`src/rtl/pmon_map.svh`:
```
// Register map, field positions, reset values and codes of the result register bank
`ifndef PMON_MAP_SVH
`define PMON_MAP_SVH
`define ADDR_CONVERTER_SETTINGS 4'h1
`define ADDR_SHUNT_CALIBRATION 4'h2
`define ADDR_SHUNT_VOLTAGE 4'h4
`define ADDR_BUS_VOLTAGE 4'h5
`define RST_CONVERTER_SETTINGS 16'hfb68
`define RST_SHUNT_CALIBRATION 15'h1000
`define RST_RESULT 16'h0000
`define CAL_MSB 14
`define MODE_MSB 15
`define MODE_LSB 12
`define AVG_MSB 2
`define AVG_LSB 0
`define RANGE_BIT 4
`define MODE_ALL_CONT 4'hf
`define MODE_OFF_A 4'h0
`define MODE_OFF_B 4'h8
`define MODE_CONT_BIT 3
`define EN_BUS_BIT 0
`define EN_SHUNT_BIT 1
`define EN_TEMP_BIT 2
`define SHUNT_LSB_NV_RANGE0 16'h1388
`define SHUNT_LSB_NV_RANGE1 16'h04e2
`define BUS_LSB_UV 16'h0c35
`define COUNT_W 11
`endif

```
`src/rtl/pmon_pkg.sv`:
```
// Types shared by the result register bank
package pmon_pkg;
  typedef logic [15:0] word_t;
  typedef logic [3:0] reg_addr_t;
  typedef logic [2:0] avg_code_t;
  typedef logic [3:0] mode_t;
  typedef enum logic [1:0] {
    ST_IDLE = 2'b00,
    ST_ACCUM = 2'b01,
    ST_PUBLISH = 2'b11
  } avg_state_t;
endpackage

```
`src/rtl/pmon_average.sv`:
```
// Sample averaging engine that publishes one result per finished run
`timescale 1ns/10ps
`include "pmon_map.svh"
module pmon_average (
  // Clock and control
  input wire logic clk,
  input wire logic rst,
  input wire logic ce,
  input wire pmon_pkg::avg_code_t avg_code,
  input wire logic enable,
  // Sample in
  input wire logic sample_valid,
  input wire pmon_pkg::word_t sample,
  // Averaged result
  output pmon_pkg::word_t result,
  output logic result_valid
);
  import pmon_pkg::*;

  avg_state_t state;
  logic [`COUNT_W-1:0] count;
  logic [`COUNT_W-1:0] target;
  logic signed [26:0] acc;
  logic [3:0] shift;
  logic signed [26:0] next_acc;

  // Sample count and divide shift for each averaging code
  always_comb begin
    unique case (avg_code)
      3'h0: begin target = 11'h001; shift = 4'h0; end
      3'h1: begin target = 11'h004; shift = 4'h2; end
      3'h2: begin target = 11'h010; shift = 4'h4; end
      3'h3: begin target = 11'h040; shift = 4'h6; end
      3'h4: begin target = 11'h080; shift = 4'h7; end
      3'h5: begin target = 11'h100; shift = 4'h8; end
      3'h6: begin target = 11'h200; shift = 4'h9; end
      3'h7: begin target = 11'h400; shift = 4'ha; end
    endcase
  end

  assign next_acc = acc + 27'(signed'(sample));

  // Accumulate; publish once the count reaches the current code's target, so a code change acts on the run in progress
  always_ff @(posedge clk) begin
    if (rst) begin
      state <= ST_IDLE;
      count <= 11'h000;
      acc <= 27'sh0;
      result <= 16'h0000;
      result_valid <= 1'b0;
    end else if (ce) begin
      result_valid <= 1'b0;
      unique case (state)
        ST_IDLE, ST_ACCUM: begin
          if (enable && sample_valid) begin
            acc <= next_acc;
            count <= count + 11'h001;
            // At or past target, so a code lowered mid-run cannot run on to a wrap
            state <= (count + 11'h001 >= target) ? ST_PUBLISH : ST_ACCUM;
          end
        end
        ST_PUBLISH: begin
          result <= 16'(acc >>> shift);
          result_valid <= 1'b1;
          acc <= 27'sh0;
          count <= 11'h000;
          state <= ST_IDLE;
        end
        default: state <= ST_IDLE;
      endcase
    end
  end

  a_avg_publish: assert property (@(posedge clk) disable iff (rst)
    ce && state == ST_PUBLISH |=> result_valid && count == 11'h000)
    else $error("publish did not raise result valid");
  // A low clock enable holds the publish flag up, which is no new run
  a_avg_quiet: assert property (@(posedge clk) disable iff (rst)
    result_valid |-> $past(state) == ST_PUBLISH || !$past(ce))
    else $error("result valid without a finished run");
endmodule

```
`src/rtl/pmon_result_regs.sv`:
```
// Converter settings, shunt calibration and voltage result registers of the power monitor
//
// Function
// - Averaging field codes 0 to 7 select 1, 4, 16, 64, 128, 256, 512 or 1024 samples.
// - One averaging count applies to the shunt and bus inputs enabled by the mode.
// - With a nonzero code, results update only after the full averaging run.
// - Calibration bit 15 is reserved and always reads zero.
// - A 15-bit writable calibration constant resets to 1000h and scales current.
// - The calibration constant sets the current result scaling and LSB weight.
// - Shunt voltage result is a read-only 16-bit two's complement value.
// - Shunt LSB is 5 uV with range select 0 and 1.25 uV with range select 1.
// - Shunt result sits at address 4h and clears to zero on reset.
// - Bus voltage result is read-only two's complement with sign bit always zero.
// - Each bus voltage LSB is 3.125 mV.
// - A 4-bit mode selects shutdown, single-shot or continuous inputs; resets to Fh.
`timescale 1ns/10ps
`include "pmon_map.svh"
module pmon_result_regs (
  // Clock, reset, enable
  input wire logic CLK,
  input wire logic RST,
  input wire logic CE,
  // Register access from the serial interface
  input wire pmon_pkg::reg_addr_t REG_ADDR,
  input wire logic REG_WR,
  input wire pmon_pkg::word_t REG_WDATA,
  output pmon_pkg::word_t REG_RDATA,
  // Converter samples
  input wire logic SHUNT_SAMPLE_VALID,
  input wire pmon_pkg::word_t SHUNT_SAMPLE,
  input wire logic BUS_SAMPLE_VALID,
  input wire pmon_pkg::word_t BUS_SAMPLE,
  // Settings to converter and current math
  output pmon_pkg::mode_t MODE,
  output pmon_pkg::avg_code_t SAMPLE_AVERAGE_COUNT,
  output logic SHUNT_INPUT_RANGE_SELECT,
  output logic [14:0] CURRENT_SCALE,
  output logic [15:0] SHUNT_LSB_NV,
  output logic [15:0] BUS_LSB_UV,
  output logic TRIGGER,
  output logic SHUNT_ENABLE,
  output logic BUS_ENABLE,
  output logic TEMP_ENABLE
);
  import pmon_pkg::*;

  word_t converter_settings;
  logic [14:0] shunt_calibration;
  word_t shunt_voltage_result;
  word_t bus_voltage_result;
  word_t shunt_avg;
  word_t bus_avg;
  logic shunt_avg_valid;
  logic bus_avg_valid;
  logic single_done;
  logic active;

  assign MODE = converter_settings[`MODE_MSB:`MODE_LSB];
  assign SAMPLE_AVERAGE_COUNT = converter_settings[`AVG_MSB:`AVG_LSB];
  assign SHUNT_INPUT_RANGE_SELECT = converter_settings[`RANGE_BIT];

  // Shutdown codes and spent single shots disable every input
  assign active = (MODE != `MODE_OFF_A) && (MODE != `MODE_OFF_B)
    && (MODE[`MODE_CONT_BIT] || !single_done);
  assign BUS_ENABLE = active && MODE[`EN_BUS_BIT];
  assign SHUNT_ENABLE = active && MODE[`EN_SHUNT_BIT];
  assign TEMP_ENABLE = active && MODE[`EN_TEMP_BIT];

  // Settings register; a write of a single-shot mode fires a trigger pulse
  always_ff @(posedge CLK) begin
    if (RST) begin
      converter_settings <= `RST_CONVERTER_SETTINGS;
      TRIGGER <= 1'b0;
    end else if (CE) begin
      TRIGGER <= 1'b0;
      if (REG_WR && REG_ADDR == `ADDR_CONVERTER_SETTINGS) begin
        converter_settings <= REG_WDATA;
        TRIGGER <= !REG_WDATA[`MODE_MSB] && (REG_WDATA[`MODE_MSB:`MODE_LSB] != `MODE_OFF_A);
      end
    end
  end

  // Single shot ends in a cycle where every enabled shunt and bus input publishes at once; the temperature input is not waited on
  always_ff @(posedge CLK) begin
    if (RST) begin
      single_done <= 1'b0;
    end else if (CE) begin
      if (REG_WR && REG_ADDR == `ADDR_CONVERTER_SETTINGS) begin
        single_done <= 1'b0;
      end else if (!MODE[`MODE_CONT_BIT]
          && (shunt_avg_valid || !MODE[`EN_SHUNT_BIT])
          && (bus_avg_valid || !MODE[`EN_BUS_BIT])
          && (shunt_avg_valid || bus_avg_valid)) begin
        single_done <= 1'b1;
      end
    end
  end

  // Calibration constant, bit 15 never stored
  always_ff @(posedge CLK) begin
    if (RST) begin
      shunt_calibration <= `RST_SHUNT_CALIBRATION;
    end else if (CE && REG_WR && REG_ADDR == `ADDR_SHUNT_CALIBRATION) begin
      shunt_calibration <= REG_WDATA[`CAL_MSB:0];
    end
  end
  assign CURRENT_SCALE = shunt_calibration;

  // Both channels share the one averaging code
  pmon_average u_shunt_avg (
    .clk(CLK),
    .rst(RST),
    .ce(CE),
    .avg_code(SAMPLE_AVERAGE_COUNT),
    .enable(SHUNT_ENABLE),
    .sample_valid(SHUNT_SAMPLE_VALID),
    .sample(SHUNT_SAMPLE),
    .result(shunt_avg),
    .result_valid(shunt_avg_valid)
  );
  pmon_average u_bus_avg (
    .clk(CLK),
    .rst(RST),
    .ce(CE),
    .avg_code(SAMPLE_AVERAGE_COUNT),
    .enable(BUS_ENABLE),
    .sample_valid(BUS_SAMPLE_VALID),
    .sample(BUS_SAMPLE),
    .result(bus_avg),
    .result_valid(bus_avg_valid)
  );

  // Results load only from the averager; host writes have no path here
  always_ff @(posedge CLK) begin
    if (RST) begin
      shunt_voltage_result <= `RST_RESULT;
    end else if (CE && shunt_avg_valid) begin
      shunt_voltage_result <= shunt_avg;
    end
  end

  // Negative bus readings clamp to zero so the sign bit stays clear
  always_ff @(posedge CLK) begin
    if (RST) begin
      bus_voltage_result <= `RST_RESULT;
    end else if (CE && bus_avg_valid) begin
      bus_voltage_result <= bus_avg[15] ? `RST_RESULT : bus_avg;
    end
  end

  // LSB weights for downstream conversion, in nV and uV
  assign SHUNT_LSB_NV = SHUNT_INPUT_RANGE_SELECT ? `SHUNT_LSB_NV_RANGE1
    : `SHUNT_LSB_NV_RANGE0;
  assign BUS_LSB_UV = `BUS_LSB_UV;

  // Read data registered; unmapped addresses read zero
  always_ff @(posedge CLK) begin
    if (RST) begin
      REG_RDATA <= 16'h0000;
    end else if (CE) begin
      unique case (REG_ADDR)
        `ADDR_CONVERTER_SETTINGS: REG_RDATA <= converter_settings;
        `ADDR_SHUNT_CALIBRATION: REG_RDATA <= {1'b0, shunt_calibration};
        `ADDR_SHUNT_VOLTAGE: REG_RDATA <= shunt_voltage_result;
        `ADDR_BUS_VOLTAGE: REG_RDATA <= bus_voltage_result;
        default: REG_RDATA <= 16'h0000;
      endcase
    end
  end

  // Guards on register access, held results and fixed weights
  a_cal_bit15: assert property (@(posedge CLK) disable iff (RST)
    REG_ADDR == `ADDR_SHUNT_CALIBRATION && CE |=> !REG_RDATA[15])
    else $error("calibration bit 15 read nonzero");
  a_cal_write: assert property (@(posedge CLK) disable iff (RST)
    CE && REG_WR && REG_ADDR == `ADDR_SHUNT_CALIBRATION
    |=> shunt_calibration == $past(REG_WDATA[14:0]))
    else $error("calibration write lost");
  a_shunt_hold: assert property (@(posedge CLK) disable iff (RST)
    !shunt_avg_valid |=> $stable(shunt_voltage_result))
    else $error("shunt result changed without a finished run");
  a_bus_sign: assert property (@(posedge CLK) disable iff (RST)
    !bus_voltage_result[15])
    else $error("bus result sign bit set");
  a_shunt_load: assert property (@(posedge CLK) disable iff (RST)
    CE && shunt_avg_valid |=> shunt_voltage_result == $past(shunt_avg))
    else $error("shunt result not loaded");
  a_range_lsb: assert property (@(posedge CLK) disable iff (RST)
    SHUNT_LSB_NV == (SHUNT_INPUT_RANGE_SELECT ? 16'h04e2 : 16'h1388))
    else $error("shunt lsb weight wrong");
  a_shutdown_off: assert property (@(posedge CLK) disable iff (RST)
    (MODE == 4'h0 || MODE == 4'h8) |-> !SHUNT_ENABLE && !BUS_ENABLE)
    else $error("input enabled in shutdown");
  a_shared_avg: assert property (@(posedge CLK) disable iff (RST)
    u_shunt_avg.target == u_bus_avg.target)
    else $error("channels use different averaging counts");
  a_bus_lsb: assert property (@(posedge CLK) BUS_LSB_UV == 16'h0c35)
    else $error("bus lsb weight wrong");
  a_cal_scale: assert property (@(posedge CLK) CURRENT_SCALE == shunt_calibration)
    else $error("current scale differs from calibration");
  a_bus_hold: assert property (@(posedge CLK) disable iff (RST)
    !bus_avg_valid |=> $stable(bus_voltage_result))
    else $error("bus result changed without a finished run");
  a_avg_code_write: assert property (@(posedge CLK) disable iff (RST)
    CE && REG_WR && REG_ADDR == `ADDR_CONVERTER_SETTINGS
    |=> SAMPLE_AVERAGE_COUNT == $past(REG_WDATA[2:0]))
    else $error("averaging code write lost");
  a_trigger_fire: assert property (@(posedge CLK) disable iff (RST)
    CE && REG_WR && REG_ADDR == `ADDR_CONVERTER_SETTINGS
    && (REG_WDATA[15:12] inside {[4'h1:4'h7]}) |=> TRIGGER)
    else $error("single shot write gave no trigger");
  a_single_stop: assert property (@(posedge CLK) disable iff (RST)
    single_done && !MODE[3] |-> !SHUNT_ENABLE && !BUS_ENABLE && !TEMP_ENABLE)
    else $error("input still enabled after single shot");
  a_ce_freeze: assert property (@(posedge CLK) disable iff (RST)
    !CE |=> $stable(converter_settings) && $stable(shunt_calibration) && $stable(REG_RDATA))
    else $error("state moved with clock enable low");

  // Main scenarios worth seeing at least once
  c_shunt_publish: cover property (@(posedge CLK) disable iff (RST) shunt_avg_valid);
  c_bus_publish: cover property (@(posedge CLK) disable iff (RST) bus_avg_valid);
  c_single_shot: cover property (@(posedge CLK) disable iff (RST) TRIGGER ##[1:50] single_done);
  c_long_run: cover property (@(posedge CLK) disable iff (RST)
    shunt_avg_valid && SAMPLE_AVERAGE_COUNT == 3'h7);
  c_bus_clamp: cover property (@(posedge CLK) disable iff (RST) bus_avg_valid && bus_avg[15]);
endmodule

```
`config.mk`:
```
export PLATFORM = sky130hd
export DESIGN_NAME = pmon_result_regs
export DESIGN_NICKNAME = d
export VERILOG_FILES = /design/src/rtl/pmon_pkg.sv /design/src/rtl/pmon_average.sv /design/src/rtl/pmon_result_regs.sv
export VERILOG_INCLUDE_DIRS = /design/src /design/src/rtl
export SDC_FILE = /design/constraint.sdc
export NUM_CORES = 1
export LEC_CHECK = 0
export ABC_AREA = 1
export BUFFER_PORTS_ARGS = -buffer_cell sky130_fd_sc_hd__buf_4
export CAP_MARGIN = 5
export CORE_MARGIN = 2
export CORE_UTILIZATION = 60
export CTS_CLUSTER_SIZE = 40
export DETAILED_ROUTE_END_ITERATION = 7
export PLACE_DENSITY_LB_ADDON = 0.1
export REMOVE_ABC_BUFFERS = 1
export SYNTH_ARGS = -nofsm -noshare
export SYNTH_HDL_FRONTEND = slang
export SYNTH_SLANG_ARGS = --single-unit
```
`constraint.sdc`:
```
create_clock -name CLK -period 2.5 [get_ports CLK]
set_clock_uncertainty 0.1 [all_clocks]
set_input_delay 0.375 -clock CLK [delete_from_list [all_inputs] [get_ports CLK]]
set_output_delay 0.375 -clock CLK [all_outputs]
set_load 0.1 [all_outputs]
```
==> flow_summary_export.csv <==
group,metric,value,unit
outcome,status,"complete, no violations",
finish,area_growth,12.2,%
finish,drive_gt1_frac,0.110,
clocking,cts_buffer_depth,3,
place,port_buffers,108,
job,cap_violations,0,
sta,setup_viol,0,
detailed_routing,wl_per_cell,15.0,um
setup_path,cp_data_arrival_time,2.57,ns
setup_path,cp-start-kind,"register",
place,place_congestion,0.932,
setup_path,max_stage_delay,0.36,ns
finish,num-nets-final,2364,
hold_path,holdCritStartpoint,"REG_WDATA[13]",
sta,fmax,436,MHz
global_route,grt.total_usage,0.306,
setup_path,r2r_end,"u_shunt_avg.state[1]",
clocking,cts_tree,"built",
setup_path,path_depth,14,
global_route,grt-ovfl-total,0,
pwr,switching_power,2.82,mW
setup_path,reg2reg_from,"u_shunt_avg.count[1]",
detailed_routing,wirelength,38.1,mm
pwr,p_per_area,575,nW/um2
global_route,grt_max_degree,121,
pwr,p_total,8.95,mW
detailed_routing,drtIter0Drc,1216,
synth,syn_avg_cell_area,6.40,um2
global_route,grt_first_pass_wirelength,61.9,mm
clocking,root_buffer,"clkbuf_16",
sta,period_minus_slack,2.29,ns
floorplanning,num_rows,55,
sta,final_max_slew_viol_count,0,
pwr,irDropWorstVdd,0.529,mV
setup_path,cp_slowest_cell,"dfxtp_2",
sta,relSlewSlack,0.467,
global_route,antenna_found_initial,0,
place,post-place-ws,0.0946,ns
floorplanning,pin_count,133,
setup_path,crit_type,"reg2reg",
hold_path,hold_class,"in2reg",
pwr,internal-power,6.13,mW
setup_path,path_delay_family,"simple AND/OR/NAND/NOR gates",
synth,yosysSeqAreaShare,0.297,
clocking,cts_buffers,24,
setup_path,rr_worst_depth,14,
detailed_routing,viasPerCell,5.61,
sta,whs,0.0302,ns
setup_path,path_common_cell,"nand2_1",
setup_path,required,2.78,ns
clocking,clkTransAtPathRegs,0.06,ns
setup_path,r2r_slack,0.21,ns
detailed_routing,postRouteAntennaNets,0,
hold_path,whs_path_depth,3,
finish,antenna_cells,0,
floorplanning,dieArea,24400,um2
clocking,clock_sinks,206,
synth,postSynthCellCount,2170,
pwr,p_sw_frac,0.315,
place,dp_cells,2481,
clocking,htree_levels,1,
synth,synth_area,13900,um2
floorplanning,die-width,156,um
pwr,p_leak,7.14,nW
setup_path,critPathMaxFanout,4,
clocking,clk_latency,0.52,ns
synth,ys_warn_count,0,
hold_path,hold_path_end,"converter_settings[13]",
finish,fillers,2060,
detailed_routing,firstDrtPassIters,6,
global_route,grt_pass1_vias,13200,
floorplanning,dieHeight,156,um
detailed_routing,dr_total_vias,14200,
pwr,combPwrFrac,0.204,
floorplanning,coreArea,22700,um2
synth,ys_types,45,
pwr,seq_power_share,0.393,
sta,finalSetupTns,0,ns
setup_path,critical_path_buf_inv_count,0,
detailed_routing,drc,0,
setup_path,path_cells,"ha_2 > nand2_2 > nor3_4 > nand2_2 > nor2_4 > nand3_2 > xnor2_2 > ha_1 > nand2_1 > nor2_1 > a211oi_1 > nand2_1 > nand2_1 > a21oi_1",
synth,ys.flop_type,"dfxtp_1",
synth,synth-seq-cells,206,
place,place_hpwl,27.7,mm
sta,fin_ws,0.206,ns
synth,synth_edf_count,0,
pwr,pwr-share-clk,0.403,
setup_path,cp-end-kind,"register",
sta,final_hold_viol_count,0,
sta,worstMarginPinSlew,0.798,ns
finish,instances_no_fill,2534,
synth,synthArstFlopShare,0,
sta,period_share,0.918,
floorplanning,start_util,0.612,
==> routing by layer <==
metal,global-route usage,vias to the layer above,routed length (um)
met2,0.529,438,18100
met4,0.0869,0,948
met5,0,-,0
met3,0.0269,69,2210
li1,-,7250,-
met1,0.408,6453,16800
==> flip-flops by register name, summed over array words and instances (netlist names) <==
| register | count |
|---|---|
| REG_RDATA | 16 |
| u_shunt_avg.count | 11 |
| u_bus_avg.result_valid | 1 |
| u_shunt_avg.result | 16 |
| u_bus_avg.acc | 27 |
| CURRENT_SCALE | 15 |
| u_bus_avg.result | 16 |
| u_shunt_avg.state | 2 |
| u_bus_avg.state | 2 |
| u_shunt_avg.result_valid | 1 |
| converter_settings | 16 |
| bus_voltage_result | 15 |
| TRIGGER | 1 |
| u_bus_avg.shift | 4 |
| u_shunt_avg.acc | 27 |
| shunt_voltage_result | 16 |
| u_bus_avg.target | 8 |
| single_done | 1 |
| u_bus_avg.count | 11 |
==> power by group through the flow <==
stage,registers (mW),clock network (mW),logic (mW)
floorplan,3.61,0,1.23
CTS,3.51,3.65,1.80
global placement,3.58,0,1.76
finish,3.52,3.61,1.83
detailed placement,3.59,0,1.78
global route,3.53,3.75,2.04
==> worst reg2reg max path: stages, from the launching register on <==
cell and delay, ns:
dfxtp_2 0.36, ha_2 0.21, nand2_2 0.08, nor3_4 0.14, nand2_2 0.08, nor2_4 0.12, nand3_2 0.09, xnor2_2 0.15
ha_1 0.30, nand2_1 0.10, nor2_1 0.05, a211oi_1 0.19, nand2_1 0.08, nand2_1 0.06, a21oi_1 0.05
==> Yosys cell counts (8+ instances only) <==
library cell	count	area [um2]
nor3_1	9	45.0
buf_4	46	345
nor2_4	8	90.1
or2_2	16	100
nor2_2	8	50.1
buf_2	32	160
nor2_1	117	439
a211oi_1	14	105
nand2_1	596	2240
xor2_1	13	114
dfxtp_1	206	4120
inv_2	14	52.6
inv_1	219	822
ha_1	72	901
o21ai_0	170	851
o211ai_1	25	188
mux2i_1	10	100
clkbuf_1	44	165
nand4_1	22	138
o22ai_1	23	144
o21ai_1	30	150
nand3_1	154	771
a21oi_1	255	1280
==> cell usage in the layout (no fill, tap or decap), types with 5 or more instances in the layout <==
cell	n
nor2_4	8
xor2_1	12
conb_1	24
o211ai_1	25
inv_1	218
ha_1	70
a211oi_1	14
dfxtp_1	203
and2_1	5
nand2_2	6
buf_4	136
a21oi_1	255
or2_2	16
clkbuf_16	25
o21ai_0	170
nand4_1	22
mux2i_1	10
nor3_1	8
nand3b_1	7
inv_2	15
o21bai_1	7
dlygate4sd3_1	9
o22ai_1	23
nand3_1	154
nand2_1	596
nor2_1	117
o21ai_1	30
nor2_2	8
a31oi_1	7
==> through the flow <==
step           utilization  area [um2]
2_1_floorplan            -       13200
3_3_place_gp         0.644       14600
3_5_place_dp         0.644       14600
4_1_cts              0.684       15500
5_1_grt              0.686       15600
6_report             0.686       15600
==> kinds of logic after synthesis <==
group	count (synthesis)	share of synthesized area
buffers and inverters	368	0.119
AND/OR/NAND/NOR	953	0.290
adder cells (fa/ha/maj)	74	0.0677
AO/OA/AOI/OAI	542	0.208
multiplexers	10	0.00721
other	2	0.000541
flip-flops	206	0.297
XOR/XNOR	15	0.0100
==> area by class of cell <==
| type | count | area (um2) | area share |
|---|---|---|---|
| Timing Repair Buffer | 148 | 1170 | 0.0752 |
| Multi-Input combinational cell | 1618 | 8230 | 0.528 |
| Clock inverter | 11 | 119 | 0.00763 |
| Clock buffer | 32 | 692 | 0.0444 |
| Tap cell | 285 | 357 | 0.0229 |
| Sequential cell | 206 | 4130 | 0.265 |
| Inverter | 234 | 881 | 0.0565 |
==> timing repair <==
action,4_1_cts,5_1_grt
endpoints found under the setup margin,0,2
setup buffers,0,1
gates resized for setup,0,8
hold buffers,9,0
endpoints found under the hold margin,9,0
==> worst max path at each step <==
stage	from	to
floorplan	converter_settings[4]	REG_RDATA[4]
global placement	BUS_SAMPLE[0]	u_bus_avg.acc[16]
detailed placement	u_shunt_avg.count[1]	u_shunt_avg.state[1]
CTS	u_shunt_avg.count[1]	u_shunt_avg.state[1]
global route	u_shunt_avg.count[1]	u_shunt_avg.state[1]
finish	u_shunt_avg.count[1]	u_shunt_avg.state[1]
(Power assumes the default switching activity.)
